## src/retry_latch_consts.svh

```systemverilog
`ifndef RETRY_LATCH_CONSTS_SVH
`define RETRY_LATCH_CONSTS_SVH

// ==========================================================
// clock and channel layout
`define CLK_HZ            25000000
`define CHANNELS          2
`define SEL_WIDTH         1

// ==========================================================
// retry counter
`define RESTART_LIMIT     6
`define COUNT_WIDTH       3

// ==========================================================
// input-low clear delay, nominal figure, in ms
`define CLEAR_DELAY_MS    70
`define CLEAR_DELAY_CYC   (`CLEAR_DELAY_MS * (`CLK_HZ / 1000))
`define CLEAR_CNT_WIDTH   21

// ==========================================================
// forced clear pulse width, in us
`define PULSE_MIN_US      50
`define PULSE_MAX_US      150
`define PULSE_MIN_CYC     (`PULSE_MIN_US * (`CLK_HZ / 1000000))
`define PULSE_MAX_CYC     (`PULSE_MAX_US * (`CLK_HZ / 1000000))
`define PULSE_CNT_WIDTH   13

// ==========================================================
// host sequencing
`define HOST_PREP_CYC     4

`endif

```

## src/retry_latch_pkg.sv

```systemverilog
package retry_latch_pkg;

  // per channel protection state
  typedef enum logic [1:0] {
    CH_OFF   = 2'b00,
    CH_ON    = 2'b01,
    CH_RETRY = 2'b10,
    CH_LATCH = 2'b11
  } chan_state_type;

  // host forced clear sequencer
  typedef enum logic [1:0] {
    HS_IDLE  = 2'b00,
    HS_PREP  = 2'b01,
    HS_PULSE = 2'b10,
    HS_DONE  = 2'b11
  } host_state_type;

endpackage

```

## src/retry_latch_if.sv

```systemverilog
`timescale 1ns/1ps
`default_nettype none
// pins between host controller and the switch
interface retry_latch_if #(
  parameter int NCH   = 2,
  parameter int SEL_W = 1
);
  logic [NCH-1:0]   channel_input;       // host drives, high = on
  logic             diag_enable_pin;     // host drives diag enable
  logic [SEL_W-1:0] diag_channel_select; // host drives channel select
  logic             sense_output;        // device sense level
  logic             sense_oe;            // device drives sense when high

  modport device (
    input  channel_input,
    input  diag_enable_pin,
    input  diag_channel_select,
    output sense_output,
    output sense_oe
  );

  modport host (
    output channel_input,
    output diag_enable_pin,
    output diag_channel_select,
    input  sense_output,
    input  sense_oe
  );
endinterface
`default_nettype wire

```

## src/retry_latch_device.sv

```systemverilog
`timescale 1ns/1ps
`default_nettype none
`include "retry_latch_consts.svh"
// switch-side retry and latch-off control, one fsm per channel
module retry_latch_device #(
  parameter int NCH       = `CHANNELS,
  parameter int SEL_W     = `SEL_WIDTH,
  parameter int CW        = `COUNT_WIDTH,
  parameter int LIMIT     = `RESTART_LIMIT,
  parameter int DW        = `CLEAR_CNT_WIDTH,
  parameter int DELAY_CYC = `CLEAR_DELAY_CYC,
  parameter int PW        = `PULSE_CNT_WIDTH,
  parameter int PULSE_CYC = `PULSE_MIN_CYC
) (
  input  wire logic          clk_in,
  input  wire logic          nrst_in,
  retry_latch_if.device      pins,
  input  wire logic [NCH-1:0] fault_in,
  output logic [NCH-1:0]      stage_on_out,
  output logic [NCH-1:0]      latched_out,
  output logic [NCH*CW-1:0]   restart_count_out
);

  // ==========================================================
  // pin synchronisers
  // ==========================================================
  logic [NCH-1:0]   in_meta_r;    // first stage, read only by in_r
  logic [NCH-1:0]   in_r;         // synchronised channel inputs
  logic             den_meta_r;   // first stage of diag enable
  logic             den_r;        // synchronised diag enable
  logic             den_d_r;      // previous den_r, for edges
  logic [SEL_W-1:0] sel_meta_r;   // first stage of channel select
  logic [SEL_W-1:0] sel_r;        // synchronised channel select

  // two flops on every pin, the pins come from another chip
  always_ff @(posedge clk_in or negedge nrst_in) begin
    if (!nrst_in) begin
      in_meta_r  <= '0;
      in_r       <= '0;
      den_meta_r <= 1'b0;
      den_r      <= 1'b0;
      den_d_r    <= 1'b0;
      sel_meta_r <= '0;
      sel_r      <= '0;
    end else begin
      in_meta_r  <= pins.channel_input;
      in_r       <= in_meta_r;
      den_meta_r <= pins.diag_enable_pin;
      den_r      <= den_meta_r;
      den_d_r    <= den_r;
      sel_meta_r <= pins.diag_channel_select;
      sel_r      <= sel_meta_r;
    end
  end

  // ==========================================================
  // forced clear pulse detector
  // ==========================================================
  logic             den_rise;     // rising edge of diag enable
  logic             den_fall;     // falling edge of diag enable
  logic [SEL_W-1:0] psel_r;       // select captured at rising edge
  logic             psel_ok_r;    // select stayed put during pulse
  logic [PW-1:0]    pwidth_r;     // pulse width, saturating
  logic [NCH-1:0]   force_clr_r;  // one-cycle clear, per channel
  logic             pulse_long;   // pulse has reached minimum width

  assign den_rise   = den_r & ~den_d_r;
  assign den_fall   = ~den_r & den_d_r;
  assign pulse_long = (pwidth_r >= PW'(PULSE_CYC));

  // measure the pulse and watch the select while it is high
  always_ff @(posedge clk_in or negedge nrst_in) begin
    if (!nrst_in) begin
      psel_r    <= '0;
      psel_ok_r <= 1'b0;
      pwidth_r  <= '0;
    end else if (den_rise) begin
      // start of pulse: latch select, restart width count
      psel_r    <= sel_r;
      psel_ok_r <= 1'b1;
      pwidth_r  <= '0;
    end else if (den_r) begin
      // saturate so long pulses never wrap back to short
      if (!pulse_long) begin
        pwidth_r <= pwidth_r + PW'(1);
      end
      if (sel_r != psel_r) begin
        psel_ok_r <= 1'b0;
      end
    end
  end

  // at the falling edge, clear only the selected channel
  // a too short pulse or a moved select is silently ignored
  always_ff @(posedge clk_in or negedge nrst_in) begin
    if (!nrst_in) begin
      force_clr_r <= '0;
    end else begin
      for (int k = 0; k < NCH; k++) begin
        force_clr_r[k] <= den_fall & psel_ok_r & pulse_long
                          & (psel_r == SEL_W'(k))
                          & (sel_r == psel_r)
                          & ~in_r[k];
      end
    end
  end

  // ==========================================================
  // per channel retry machine
  // ==========================================================
  logic [NCH-1:0] any_cnt;        // channel has counted a restart

  genvar g;
  generate
    for (g = 0; g < NCH; g++) begin : gen_ch
      retry_latch_pkg::chan_state_type state_r;   // current state
      retry_latch_pkg::chan_state_type state_nxt; // next state
      logic [CW-1:0] cnt_r;       // restarts since last clear
      logic [CW-1:0] cnt_nxt;     // next restart count
      logic [DW-1:0] low_r;       // cycles with input held low
      logic          timed_clr;   // input low long enough
      logic          clr;         // either clear mechanism

      assign timed_clr = ~in_r[g] & (low_r == DW'(DELAY_CYC - 1));
      assign clr       = timed_clr | force_clr_r[g];

      // low-time counter, stops once the delay is reached
      always_ff @(posedge clk_in or negedge nrst_in) begin
        if (!nrst_in) begin
          low_r <= '0;
        end else if (in_r[g]) begin
          low_r <= '0;
        end else if (low_r != DW'(DELAY_CYC)) begin
          low_r <= low_r + DW'(1);
        end
      end

      // next state and count
      always_comb begin
        state_nxt = state_r;
        cnt_nxt   = cnt_r;
        if (clr) begin
          // input was low when the clear was set, so off is the right place
          state_nxt = retry_latch_pkg::CH_OFF;
          cnt_nxt   = '0;
        end else begin
          unique case (state_r)
            retry_latch_pkg::CH_OFF: begin
              // follows input regardless of supply range
              if (in_r[g]) begin
                state_nxt = retry_latch_pkg::CH_ON;
              end
            end
            retry_latch_pkg::CH_ON: begin
              if (!in_r[g]) begin
                state_nxt = retry_latch_pkg::CH_OFF;
              end else if (fault_in[g]) begin
                if (cnt_r >= CW'(LIMIT)) begin
                  state_nxt = retry_latch_pkg::CH_LATCH;
                end else begin
                  state_nxt = retry_latch_pkg::CH_RETRY;
                end
              end
            end
            retry_latch_pkg::CH_RETRY: begin
              // fault still set: stay off and wait
              if (!in_r[g]) begin
                state_nxt = retry_latch_pkg::CH_OFF;
              end else if (!fault_in[g]
                           && cnt_r < CW'(LIMIT)) begin
                state_nxt = retry_latch_pkg::CH_ON;
                cnt_nxt   = cnt_r + CW'(1);
              end
            end
            retry_latch_pkg::CH_LATCH: begin
              // only a clear gets the channel out
              state_nxt = retry_latch_pkg::CH_LATCH;
            end
          endcase
        end
      end

      // state, counter and registered outputs
      always_ff @(posedge clk_in or negedge nrst_in) begin
        if (!nrst_in) begin
          state_r                 <= retry_latch_pkg::CH_OFF;
          cnt_r                   <= '0;
          stage_on_out[g]         <= 1'b0;
          latched_out[g]          <= 1'b0;
          restart_count_out[g*CW +: CW] <= '0;
        end else begin
          state_r         <= state_nxt;
          cnt_r           <= cnt_nxt;
          // stage is off the same edge the fault is seen
          stage_on_out[g] <= (state_nxt == retry_latch_pkg::CH_ON);
          latched_out[g]  <= (state_nxt == retry_latch_pkg::CH_LATCH);
          restart_count_out[g*CW +: CW] <= cnt_nxt;
        end
      end

      // after a clear the fsm starts at off: with the fault gone
      // it runs normally, with it present it retries from zero
      assign any_cnt[g] = (cnt_r != '0)
                        | (state_r == retry_latch_pkg::CH_LATCH);
    end
  endgenerate

  // ==========================================================
  // sense output
  // ==========================================================
  logic sense_r;   // fault flag of the selected channel
  logic oe_r;      // drive enable for sense

  // the real part gives an analog current here, this is a flag:
  // high while the selected channel has restarted or latched
  always_ff @(posedge clk_in or negedge nrst_in) begin
    if (!nrst_in) begin
      sense_r <= 1'b0;
      oe_r    <= 1'b0;
    end else begin
      oe_r    <= den_r;
      sense_r <= den_r & any_cnt[sel_r];
    end
  end

  assign pins.sense_output = sense_r;
  assign pins.sense_oe     = oe_r;

endmodule
`default_nettype wire

```

## src/flat_wrapper.sv

```systemverilog
// flat-port wrapper written by rule: the top's interface ports become plain ports
module retry_latch_device_flat 
#(
  parameter int NCH       = `CHANNELS,
  parameter int SEL_W     = `SEL_WIDTH,
  parameter int CW        = `COUNT_WIDTH,
  parameter int LIMIT     = `RESTART_LIMIT,
  parameter int DW        = `CLEAR_CNT_WIDTH,
  parameter int DELAY_CYC = `CLEAR_DELAY_CYC,
  parameter int PW        = `PULSE_CNT_WIDTH,
  parameter int PULSE_CYC = `PULSE_MIN_CYC
)
  (clk_in, nrst_in, fault_in, stage_on_out, latched_out, restart_count_out, pins_channel_input, pins_diag_enable_pin, pins_diag_channel_select, pins_sense_output, pins_sense_oe);
  retry_latch_if #(.NCH(NCH), .SEL_W(SEL_W)) pins_i ();
  input  wire logic clk_in;
  input  wire logic nrst_in;
  input  wire logic [NCH-1:0] fault_in;
  output logic [NCH-1:0] stage_on_out;
  output logic [NCH-1:0] latched_out;
  output logic [NCH*CW-1:0] restart_count_out;
  input wire logic [$bits(pins_i.channel_input)-1:0] pins_channel_input;
  input wire logic [$bits(pins_i.diag_enable_pin)-1:0] pins_diag_enable_pin;
  input wire logic [$bits(pins_i.diag_channel_select)-1:0] pins_diag_channel_select;
  output wire logic [$bits(pins_i.sense_output)-1:0] pins_sense_output;
  output wire logic [$bits(pins_i.sense_oe)-1:0] pins_sense_oe;
  assign pins_i.channel_input = pins_channel_input;
  assign pins_i.diag_enable_pin = pins_diag_enable_pin;
  assign pins_i.diag_channel_select = pins_diag_channel_select;
  assign pins_sense_output = pins_i.sense_output;
  assign pins_sense_oe = pins_i.sense_oe;
  retry_latch_device #(.NCH(NCH), .SEL_W(SEL_W), .CW(CW), .LIMIT(LIMIT), .DW(DW), .DELAY_CYC(DELAY_CYC), .PW(PW), .PULSE_CYC(PULSE_CYC)) u_core (.clk_in(clk_in), .nrst_in(nrst_in), .pins(pins_i), .fault_in(fault_in), .stage_on_out(stage_on_out), .latched_out(latched_out), .restart_count_out(restart_count_out));
endmodule
```

## config.mk

```make
export PLATFORM = sky130hd
export DESIGN_NAME = retry_latch_device_flat
export DESIGN_NICKNAME = d
export VERILOG_FILES = /design/src/retry_latch_pkg.sv /design/src/retry_latch_if.sv /design/src/retry_latch_device.sv /design/src/flat_wrapper.sv
export VERILOG_INCLUDE_DIRS = /design/src /design/src/src
export SDC_FILE = /design/constraint.sdc
export NUM_CORES = 1
export LEC_CHECK = 0
export ABC_AREA = 1
export BUFFER_PORTS_ARGS = -buffer_cell sky130_fd_sc_hd__buf_4
export CAP_MARGIN = 20
export CORE_MARGIN = 2
export CORE_UTILIZATION = 45
export DETAILED_ROUTE_END_ITERATION = 16
export HOLD_SLACK_MARGIN = 0.1
export PLACE_DENSITY = 0.58
export SYNTH_ARGS = -nofsm -noshare
export SYNTH_HDL_FRONTEND = slang
export SYNTH_SLANG_ARGS = --single-unit
```

## constraint.sdc

```tcl
create_clock -name clk_in -period 1.9 [get_ports clk_in]
set_input_delay 0.19 -clock clk_in [delete_from_list [all_inputs] [get_ports clk_in]]
set_output_delay 0.19 -clock clk_in [all_outputs]
set_load 0.01 [all_outputs]
```

---- Word level (Yosys, flattened, before mapping) ----
Index checks and enable logic that the tools add are counted.
storage, ports and cells
  bits of input ports ..................... 8
  logic and storage cells ................. 130
  flip-flop bits (word level) ............. 83
operators by class
  add/sub/neg operators ................... 5
  equal/unequal tests ..................... 17
  magnitude comparators ................... 6
  reduce and logical (&&, ||, !) cells .... 22
  muxes and demuxes ....................... 36
  bitwise gates (word level) .............. 22
operators by type and width
  cell                                                   count
  2-to-1 mux 21 bit                                      4
  adder 21 x 1 -> 21 bit, second input constant          2
  == test 21 bit, second input constant                  2
  inequality test 21 bit, second input constant          2
  2-to-1 mux 13 bit                                      3
  2-to-1 mux 2 bit                                       12
  2-to-1 mux 3 bit                                       8
  nonzero test 2 bit                                     10
  one-hot mux 2 bit (4 select lines)                     2
  adder 13 x 1 -> 13 bit, second input constant          1
  bitwise AND 1 bit                                      13
  >= comparator 13 x 11 -> 1 bit, second input constant  1
  == test 2 bit, second input constant                   6
  == test 2 x 1 -> 1 bit, second input constant          4
  2-to-1 mux 1 bit                                       7
  adder 3 x 1 -> 3 bit, second input constant            2
  >= comparator 3 bit, second input constant             2
  < comparator 3 bit, second input constant              2
  AND reduction 3 bit                                    2
  nonzero test 3 bit                                     2
  inverter 1 bit                                         5
  logical NOT 2 bit                                      2
  OR 1 bit                                               4
  AND reduction 2 bit                                    2
  other kinds (6)                                        8

---- Longest topological paths before layout ----
Gate-level depths: netlist of the first run.
  word-level depth ........................ 7
  depth in mapped cells ................... 12
  depth with buffers taken out ............ 10

---- Worst setup path before layout of the first run ----
Ideal clock, no wire load.
  path kind ............................... flip-flop to flip-flop
  start point ............................. register u_core.pwidth_r[0]
  end point ............................... register u_core.pwidth_r[10]
  arrival time ............................ 1.342 ns
  path slack .............................. 0.441 ns
  required time ........................... 1.783 ns
  cell stages (with the launch flop) ...... 12
  buffers on the path ..................... 2
  cells stage by stage .................... dfrtp_1 -> buf_2 -> inv_1 -> ha_1 -> nand3_1 -> nor2_2 -> nand2_1 -> nand3_2 -> nand2_2 -> buf_4 -> nand3_1 -> nand2_1
between the ends
  longest elaborated chain between the ends .. 4
  elaborated cells on any way between the ends .. 7
  those cells by class .................... 1 x add/sub; 1 x order compare; 1 x eq/ne; 3 x mux; 1 x reduce/logical
ends and longest elaborated chain
  item                    line                      text
  start, declared         retry_latch_device.sv:63  logic [PW-1:0] pwidth_r;
  start signal, assigned  retry_latch_device.sv:85  pwidth_r <= pwidth_r + PW'(1);
  adder 13 x 1 -> 13 bit  retry_latch_device.sv:85
  2-to-1 mux 13 bit       retry_latch_device.sv:84  if (!pulse_long) begin
  2-to-1 mux 13 bit       retry_latch_device.sv:82  end else if (den_r) begin
  2-to-1 mux 13 bit       retry_latch_device.sv:77  end else if (den_rise) begin
Parallel ways exist; a longest one is shown, timed or not. The select of a mux whose other input is x is not followed.
A chain may end at the register's enable or synchronous reset.

---- Worst setup path in the final report of the first run ----
  start point ............................. register u_core.pwidth_r[0]
  end point ............................... register u_core.pwidth_r[2]
The elaborated chain is that of the path after synthesis.

==> results of run 1 <==
## state kept, by name, summed over array words and instances (netlist names), 2 cells and up
name and count:
u_core.gen_ch.low_r 42, u_core.pwidth_r 13, u_core.restart_count_out 6, u_core.gen_ch.state_r 4, u_core.force_clr_r 2, u_core.in_meta_r 2
u_core.in_r 2, u_core.latched_out 2, u_core.stage_on_out 2
## layout make-up
type	count	share of cell area, %
clock buffers	11	2.99
multi-input cells	430	40.7
repair buffers	32	5.23
flip-flops and latches	83	41.0
clock inverters	5	0.740
well taps	133	3.28
inverters	82	6.07
## per-stage QoR
stage	utilization, %	cells	setup WS [ps]
global placement	49.7	755	350
global route	52.1	776	122
floorplan	-	605	441
detailed placement	49.7	755	278
finish	52.1	776	269
CTS	52.1	776	259
## cells in the final DEF (no fill, tap or decap), drive strengths merged
master       count
clkbuf          11
a21oi           25
xor2            11
a211oi           2
buf             27
or2              2
nor3            26
nand2          152
nand3           51
nor2           104
nor4             3
inv             82
dfrtp           83
nand3b           2
ha              10
clkinv           3
dlygate4sd3      5
clkinvlp         2
nor3b            1
xnor2            2
o31ai            1
a31oi            2
o21ai           19
nand4           17
## power by group
part	switching [mW]	internal, mW
logic	0.420	0.338
clock network	0.672	0.548
registers	0.183	1.94
total	1.28	2.83
## layer usage
metal / routed length [µm] / vias to the layer above / part of all wire (%) / track usage (%)
met3: 390 / 12 / 4.0 / 4.70
met1: 4790 / 1798 / 49 / 27.1
li1: - / 1984 / - / -
met2: 4480 / 74 / 46 / 29.5
met5: 0 / - / 0 / 0
met4: 148 / 0 / 1.5 / 6.95
## worst max-delay path, delay by kind of cell, from the launching register on
family        cells  cell delay [ps]
simple gates      8              710
fa+ha+maj         1              210
buf+inv           1              100
flops             1              520
## worst max-delay path by stage
stage / to / cells past startpoint / slack (ps) / startpoint
finish: u_core.pwidth_r[2] / 10 / 270 / u_core.pwidth_r[0]
global route: u_core.pwidth_r[8] / 10 / 120 / u_core.pwidth_r[0]
CTS: u_core.pwidth_r[2] / 10 / 260 / u_core.pwidth_r[0]
detailed placement: u_core.pwidth_r[2] / 10 / 280 / u_core.pwidth_r[0]
global placement: u_core.pwidth_r[10] / 10 / 350 / u_core.pwidth_r[0]
floorplan: u_core.pwidth_r[10] / 11 / 440 / u_core.pwidth_r[0]
## logic make-up after synthesis
group                    Yosys count  share of synthesized area [%]
AO/OA/AOI/OAI                     49                           5.67
XOR/XNOR                          13                           2.53
adder cells (fa/ha/maj)           10                           2.78
buffers and inverters             92                           8.00
flip-flops                        83                           46.1
AND/OR/NAND/NOR                  358                           34.9
## timing repair
action	in CTS	in global routing
buffers inserted	0	0
hold buffers	5	0
endpoints found under the hold margin	30	0
==> qor.yml, run 1 <==
run_status:
  status: "finished, final reports clean"
global_route:
  grt_overflow_total: 0
  grt_max_degree: 40
  grt_first_pass_wirelength_um: 17000
  grt_pass1_vias: 3582
  antenna_found_initial: 0
  grt_usage_pct: 19.4
setup_path:
  slowest_delay_ps: 520
  r2r-end: "u_core.pwidth_r[2]"
  crit_path_top_delay_cell: "dfrtp_1"
  crit_type: "flip-flop to flip-flop"
  rrSetupSlack_ps: 270
  critPathMaxFanout: 11
  r2r_start: "u_core.pwidth_r[0]"
  end_kind: "flip-flop"
  crit_chain: "inv_1 -> ha_1 -> nand3_1 -> nor2_2 -> nand2_1 -> nand3_2 -> nand2_2 -> nand2_2 -> nand2_1 -> nand2_1"
  reg2regPathDepth: 10
  arrival_ps: 1900
  critPathRequiredTime_ps: 2160
  path_common_cell: "nand2_1"
  critPathLaunchType: "flip-flop"
sta:
  worstMarginPinSlew_ps: 418
  fin_crit_sh_pct: 85.9
  slew_headroom_pct: 72.1
  hold_slack_ps: 171
  tns_ps: 0
  drv_slew: 0
  min_period_ps: 1630
  rsz0062_at_grt: "no"
  finalHoldViolations: 0
  final.setup_skew_ps: 9.93
  maxClockFrequency_mhz: 613
  finalSetupViolCount: 0
clocking:
  clk_path_buf_depth: 2
  cts_resized: 0
  cts_tree: "done"
  clock_latency_ps: 370
  clk_pin_slew_ps: 90
  cts_sinks: 83
  cts-root-buf: "clkbuf_8"
  htree_levels: 3
  cts_buffers: 9
synthesis:
  synthTopCellsByCount: "nand2_1, nor2_1, dfrtp_1"
  synthCells: 605
  synth.largest_area_cell: "dfrtp_1"
  ys_warn_count: 0
  synth_ff_type: "dfrtp_1"
  async_flop_share_pct: 100
  synth_area_leaders: "dfrtp_1, nand2_1, nor2_1, inv_1, nand3_1"
  ys_seq_area_share_pct: 46.1
  synth_edf_count: 0
  synth.most_common_cell: "nand2_1"
  syn_nets: 623
  syn_area_per_cell_um2: 7.44
  synth_cell_types: 32
  synth_top_area_share_pct: 46.1
  synth_seq_cells: 83
  syn-cell-area_um2: 4500
routing:
  drt_iter0_markers: 181
  dr.pass1.iters: 5
  postRouteWirelength_um: 9810
  vias: 3868
  wl_per_cell_um: 12.6
  antenna_left: 0
  drc: 0
  vias_per_cell: 4.98
min_path:
  worstHoldStart: "fault_in[1]"
  min_to: "u_core.stage_on_out[1]"
  hold_class: "input pin to flip-flop"
  holdPathStages: 4
layout:
  seqCellArea_um2: 2080
  areaGrowthSynthToFinish_pct: 12.6
  multi_input_area_um2: 2070
  fin_nets: 656
  n_antenna_cell: 0
  fin_area_um2: 5070
  layout-drive-gt1-share_pct: 9.49
  n_fill_cell: 999
pwr:
  powerDensity_nw_per_um2: 809
  ir_worst_vdd_mv: 0.560
  total_power_mw: 4.10
  power_leakage_nw: 2.38
run:
  maxCapViolCount: 0
floorplanning:
  die_h_um: 104
  die_x_um: 104
  placementRows: 36
  die-area_um2: 10800
  pin_count: 20
  core_area_um2: 9730
  initial_core_util_pct: 46.3
place:
  placed_cell_area_um2: 4830
  hpwl_um: 7210
  port_buffers: 19
  place.gp.congestion: 0.846
Note: power is estimated with default switching activity, not from simulation.
==> run 2, diff against run 1 <==
--- a/config.mk
+++ b/config.mk
@@ -9,11 +9,14 @@
 export ABC_AREA = 1
 export BUFFER_PORTS_ARGS = -buffer_cell sky130_fd_sc_hd__buf_4
 export CAP_MARGIN = 20
+export CELL_PAD_IN_SITES_DETAIL_PLACEMENT = 1
+export CELL_PAD_IN_SITES_GLOBAL_PLACEMENT = 1
 export CORE_MARGIN = 2
 export CORE_UTILIZATION = 45
+export CTS_BUF_LIST = sky130_fd_sc_hd__clkbuf_8 sky130_fd_sc_hd__clkbuf_16
 export DETAILED_ROUTE_END_ITERATION = 16
 export HOLD_SLACK_MARGIN = 0.1
-export PLACE_DENSITY = 0.58
+export PLACE_DENSITY = 0.76
 export SYNTH_ARGS = -nofsm -noshare
 export SYNTH_HDL_FRONTEND = slang
 export SYNTH_SLANG_ARGS = --single-unit
==> run 2 against run 1 <==
  * Non-clock buffer count decreased by 1
  * Clock skew increased by 2.6 ps
  * Utilization decreased by 0.18 points
  * First-iteration DRC count decreased by 29%
  * Clock power decreased by 3%
  * Critical path type unchanged
  * Clock-buffer cell count decreased by 1
  * Setup slack got worse by 22 ps
  * Critical path depth unchanged
==> qor.yml, run 2 (synthesized netlist as in run 1, its figures left out) <==
floorplanning:
  pin_count: 20  # unchanged
  placementRows: 36  # unchanged
  initial_core_util_pct: 46.3  # unchanged
  core_area_um2: 9730  # unchanged
  die_h_um: 104  # unchanged
  die_x_um: 104  # unchanged
  die-area_um2: 10800  # unchanged
setup_path:
  end_kind: "flip-flop"  # unchanged
  path_delay_family: "simple AND/OR/NAND/NOR gates"  # unchanged
  crit_chain: "inv_1 -> ha_1 -> nand3_1 -> nor2_2 -> nand2_1 -> nand3_2 -> nand2_2 -> nand2_2 -> nand2_1 -> nand2_1"  # unchanged
  arrival_ps: 1920  # was 1900 ps
  cp-startpoint: "u_core.pwidth_r[0]"  # unchanged
  critPathMaxFanout: 11  # unchanged
  r2r_start: "u_core.pwidth_r[0]"  # unchanged
  reg2regPathDepth: 10  # unchanged
  critPathRequiredTime_ps: 2160  # about the same
  rrSetupSlack_ps: 250  # was 270 ps
  path_common_cell: "nand2_1"  # unchanged
  critPathBufInv: 1  # unchanged
  r2r-end: "u_core.pwidth_r[7]"  # was u_core.pwidth_r[2]
  critPathLaunchType: "flip-flop"  # unchanged
  crit_type: "flip-flop to flip-flop"  # unchanged
  crit_cells: 10  # unchanged
  crit_path_top_delay_cell: "dfrtp_1"  # unchanged
  slowest_delay_ps: 510  # was 520 ps
  endpoint: "u_core.pwidth_r[7]"  # was u_core.pwidth_r[2]
pwr:
  power_leakage_nw: 2.37  # was 2.38 nW
  powerDensity_nw_per_um2: 809  # about the same
  ir_worst_vdd_mv: 0.503  # was 0.560 mV
routing:
  antenna_left: 0  # unchanged
  met3_length_um: 194  # was 390 µm
  postRouteWirelength_um: 11200  # was 9810 µm
  highest_layer: "met4"  # unchanged
  vias: 3983  # was 3868
  drc: 0  # unchanged
  drt_iter0_markers: 129  # was 181
  dr_wl_met2_um: 5650  # was 4480 µm
  vias_per_cell: 5.14  # was 4.98
  dr.pass1.iters: 4  # was 5
  wl_per_cell_um: 14.4  # was 12.6 µm
  wl_met1_um: 5180  # was 4790 µm
clocking:
  clk_path_buf_depth: 2  # unchanged
  cts_tree: "done"  # unchanged
  cts-root-buf: "clkbuf_8"  # unchanged
  clock_latency_ps: 380  # was 370 ps
  postCtsSetupBuffers: 0  # unchanged
  clk_pin_slew_ps: 80  # was 90 ps
  cts_sinks: 83  # unchanged
  htree_levels: 3  # unchanged
  cts_buffers: 9  # unchanged
layout:
  final_cell_mix: "nand2_1, nor2_1, dfrtp_1"  # unchanged
  layout-drive-gt1-share_pct: 9.19  # was 9.49%
  reg.largest.list: "u_core.gen_ch.low_r: 42 flops, u_core.pwidth_r: 13 flops, u_core.restart_count_out: 6 flops"  # unchanged
  fin_nets: 655  # was 656
  n_antenna_cell: 0  # unchanged
  largest_reg_flops: 42  # unchanged
  areaGrowthSynthToFinish_pct: 12.2  # was 12.6%
  top_register: "u_core.gen_ch.low_r"  # unchanged
  final_common_cell: "nand2_1"  # unchanged
sta:
  maxClockFrequency_mhz: 605  # was 613 MHz
  min_period_ps: 1650  # was 1630 ps
  tns_ps: 0  # unchanged
  fin_ws_ps: 247  # was 269 ps
  worstMarginPinSlew_ps: 487  # was 418 ps
  finalSetupViolCount: 0  # unchanged
  drv_slew: 0  # unchanged
  final.setup_skew_ps: 12.6  # was 9.93 ps
  slew_headroom_pct: 67.3  # was 72.1%
  rsz0062_at_grt: "no"  # unchanged
  finalHoldViolations: 0  # unchanged
  fin_crit_sh_pct: 87.0  # was 85.9%
place:
  hpwl_um: 8330  # was 7210 µm
  place.gp.congestion: 0.848  # was 0.846
  port_buffers: 19  # unchanged
  pre_cts_ws_ps: 275  # was 278 ps
run_status:
  status: "finished, final reports clean"  # unchanged
global_route:
  grt_pass1_vias: 4107  # was 3582
  grt_usage_pct: 22.0  # was 19.4%
  antenna_found_initial: 0  # unchanged
  grt_overflow_total: 0  # unchanged
  grt_max_degree: 58  # was 40
  grt_first_pass_wirelength_um: 19400  # was 17000 µm
run:
  maxCapViolCount: 0  # unchanged
min_path:
  hold_class: "input pin to flip-flop"  # unchanged
  holdPathStages: 4  # unchanged
-- run 2: cell count changes in the layout (fill, tap and decap cells not counted) --
cell	before	now
buf_4	26	25
clkbuf_8	11	10
clkinv_4	2	1
inv_1	81	82
inv_6	0	1
-- run 2: worst min-delay path: stages --
cell and delay (ps):
buf_4 90, nand3_1 70, nand3_1 110, nor2_1 50
-- run 2: how the worst min path moves through the flow --
| stage | from | endpoint |
|---|---|---|
| after floorplan | nrst_in | u_core.den_d_r |
| after global placement | nrst_in | u_core.gen_ch[0].low_r[16] |
| after detailed placement | nrst_in | u_core.gen_ch[0].low_r[16] |
| after CTS | fault_in[1] | u_core.stage_on_out[1] |
| after global routing | fault_in[1] | u_core.stage_on_out[1] |
| final | fault_in[1] | u_core.stage_on_out[1] |
-- run 2: final cells by class --
cell class / instances / area [µm²]
clock buffer: 10 / 138
multi-input combinational: 430 / 2070
timing repair buffer: 31 / 258
fill: 1273 / 4680
inverter: 82 / 308
clock inverter: 6 / 41.3
sequential: 83 / 2080
tap: 133 / 166
-- run 2: stage by stage --
stage / power, mW / area (µm²) / cells / hold slack, ps / util (%)
6_report: 4.09 / 5050 / 775 / 165 / 51.9
3_5_place_dp: 2.94 / 4820 / 754 / 131 / 49.6
4_1_cts: 4.14 / 5050 / 775 / 146 / 51.9
5_1_grt: 4.33 / 5050 / 775 / 181 / 51.9
3_3_place_gp: 2.89 / 4820 / 754 / 125 / 49.6
2_1_floorplan: 2.58 / 4500 / 605 / -106 / -
-- run 2: metal layers --
metal,vias to the layer above,GRT usage (%)
met2,25,38.0
met5,-,0
met4,0,6.95
li1,1984,-
met1,1960,27.9
met3,14,4.20
-- run 2: power by group --
| group | switching [mW] | internal (mW) | leakage (nW) |
|---|---|---|---|
| logic | 0.446 | 0.343 | 1.18 |
| registers | 0.183 | 1.94 | 1.11 |
| clock network | 0.669 | 0.510 | 0.0901 |
-- run 2: timing repair --
| action | 4_1_cts | 5_1_grt |
|---|---|---|
| hold buffers | 5 | 0 |
| hold endpoints to repair | 30 | 0 |
| gates resized for setup | 0 | 0 |
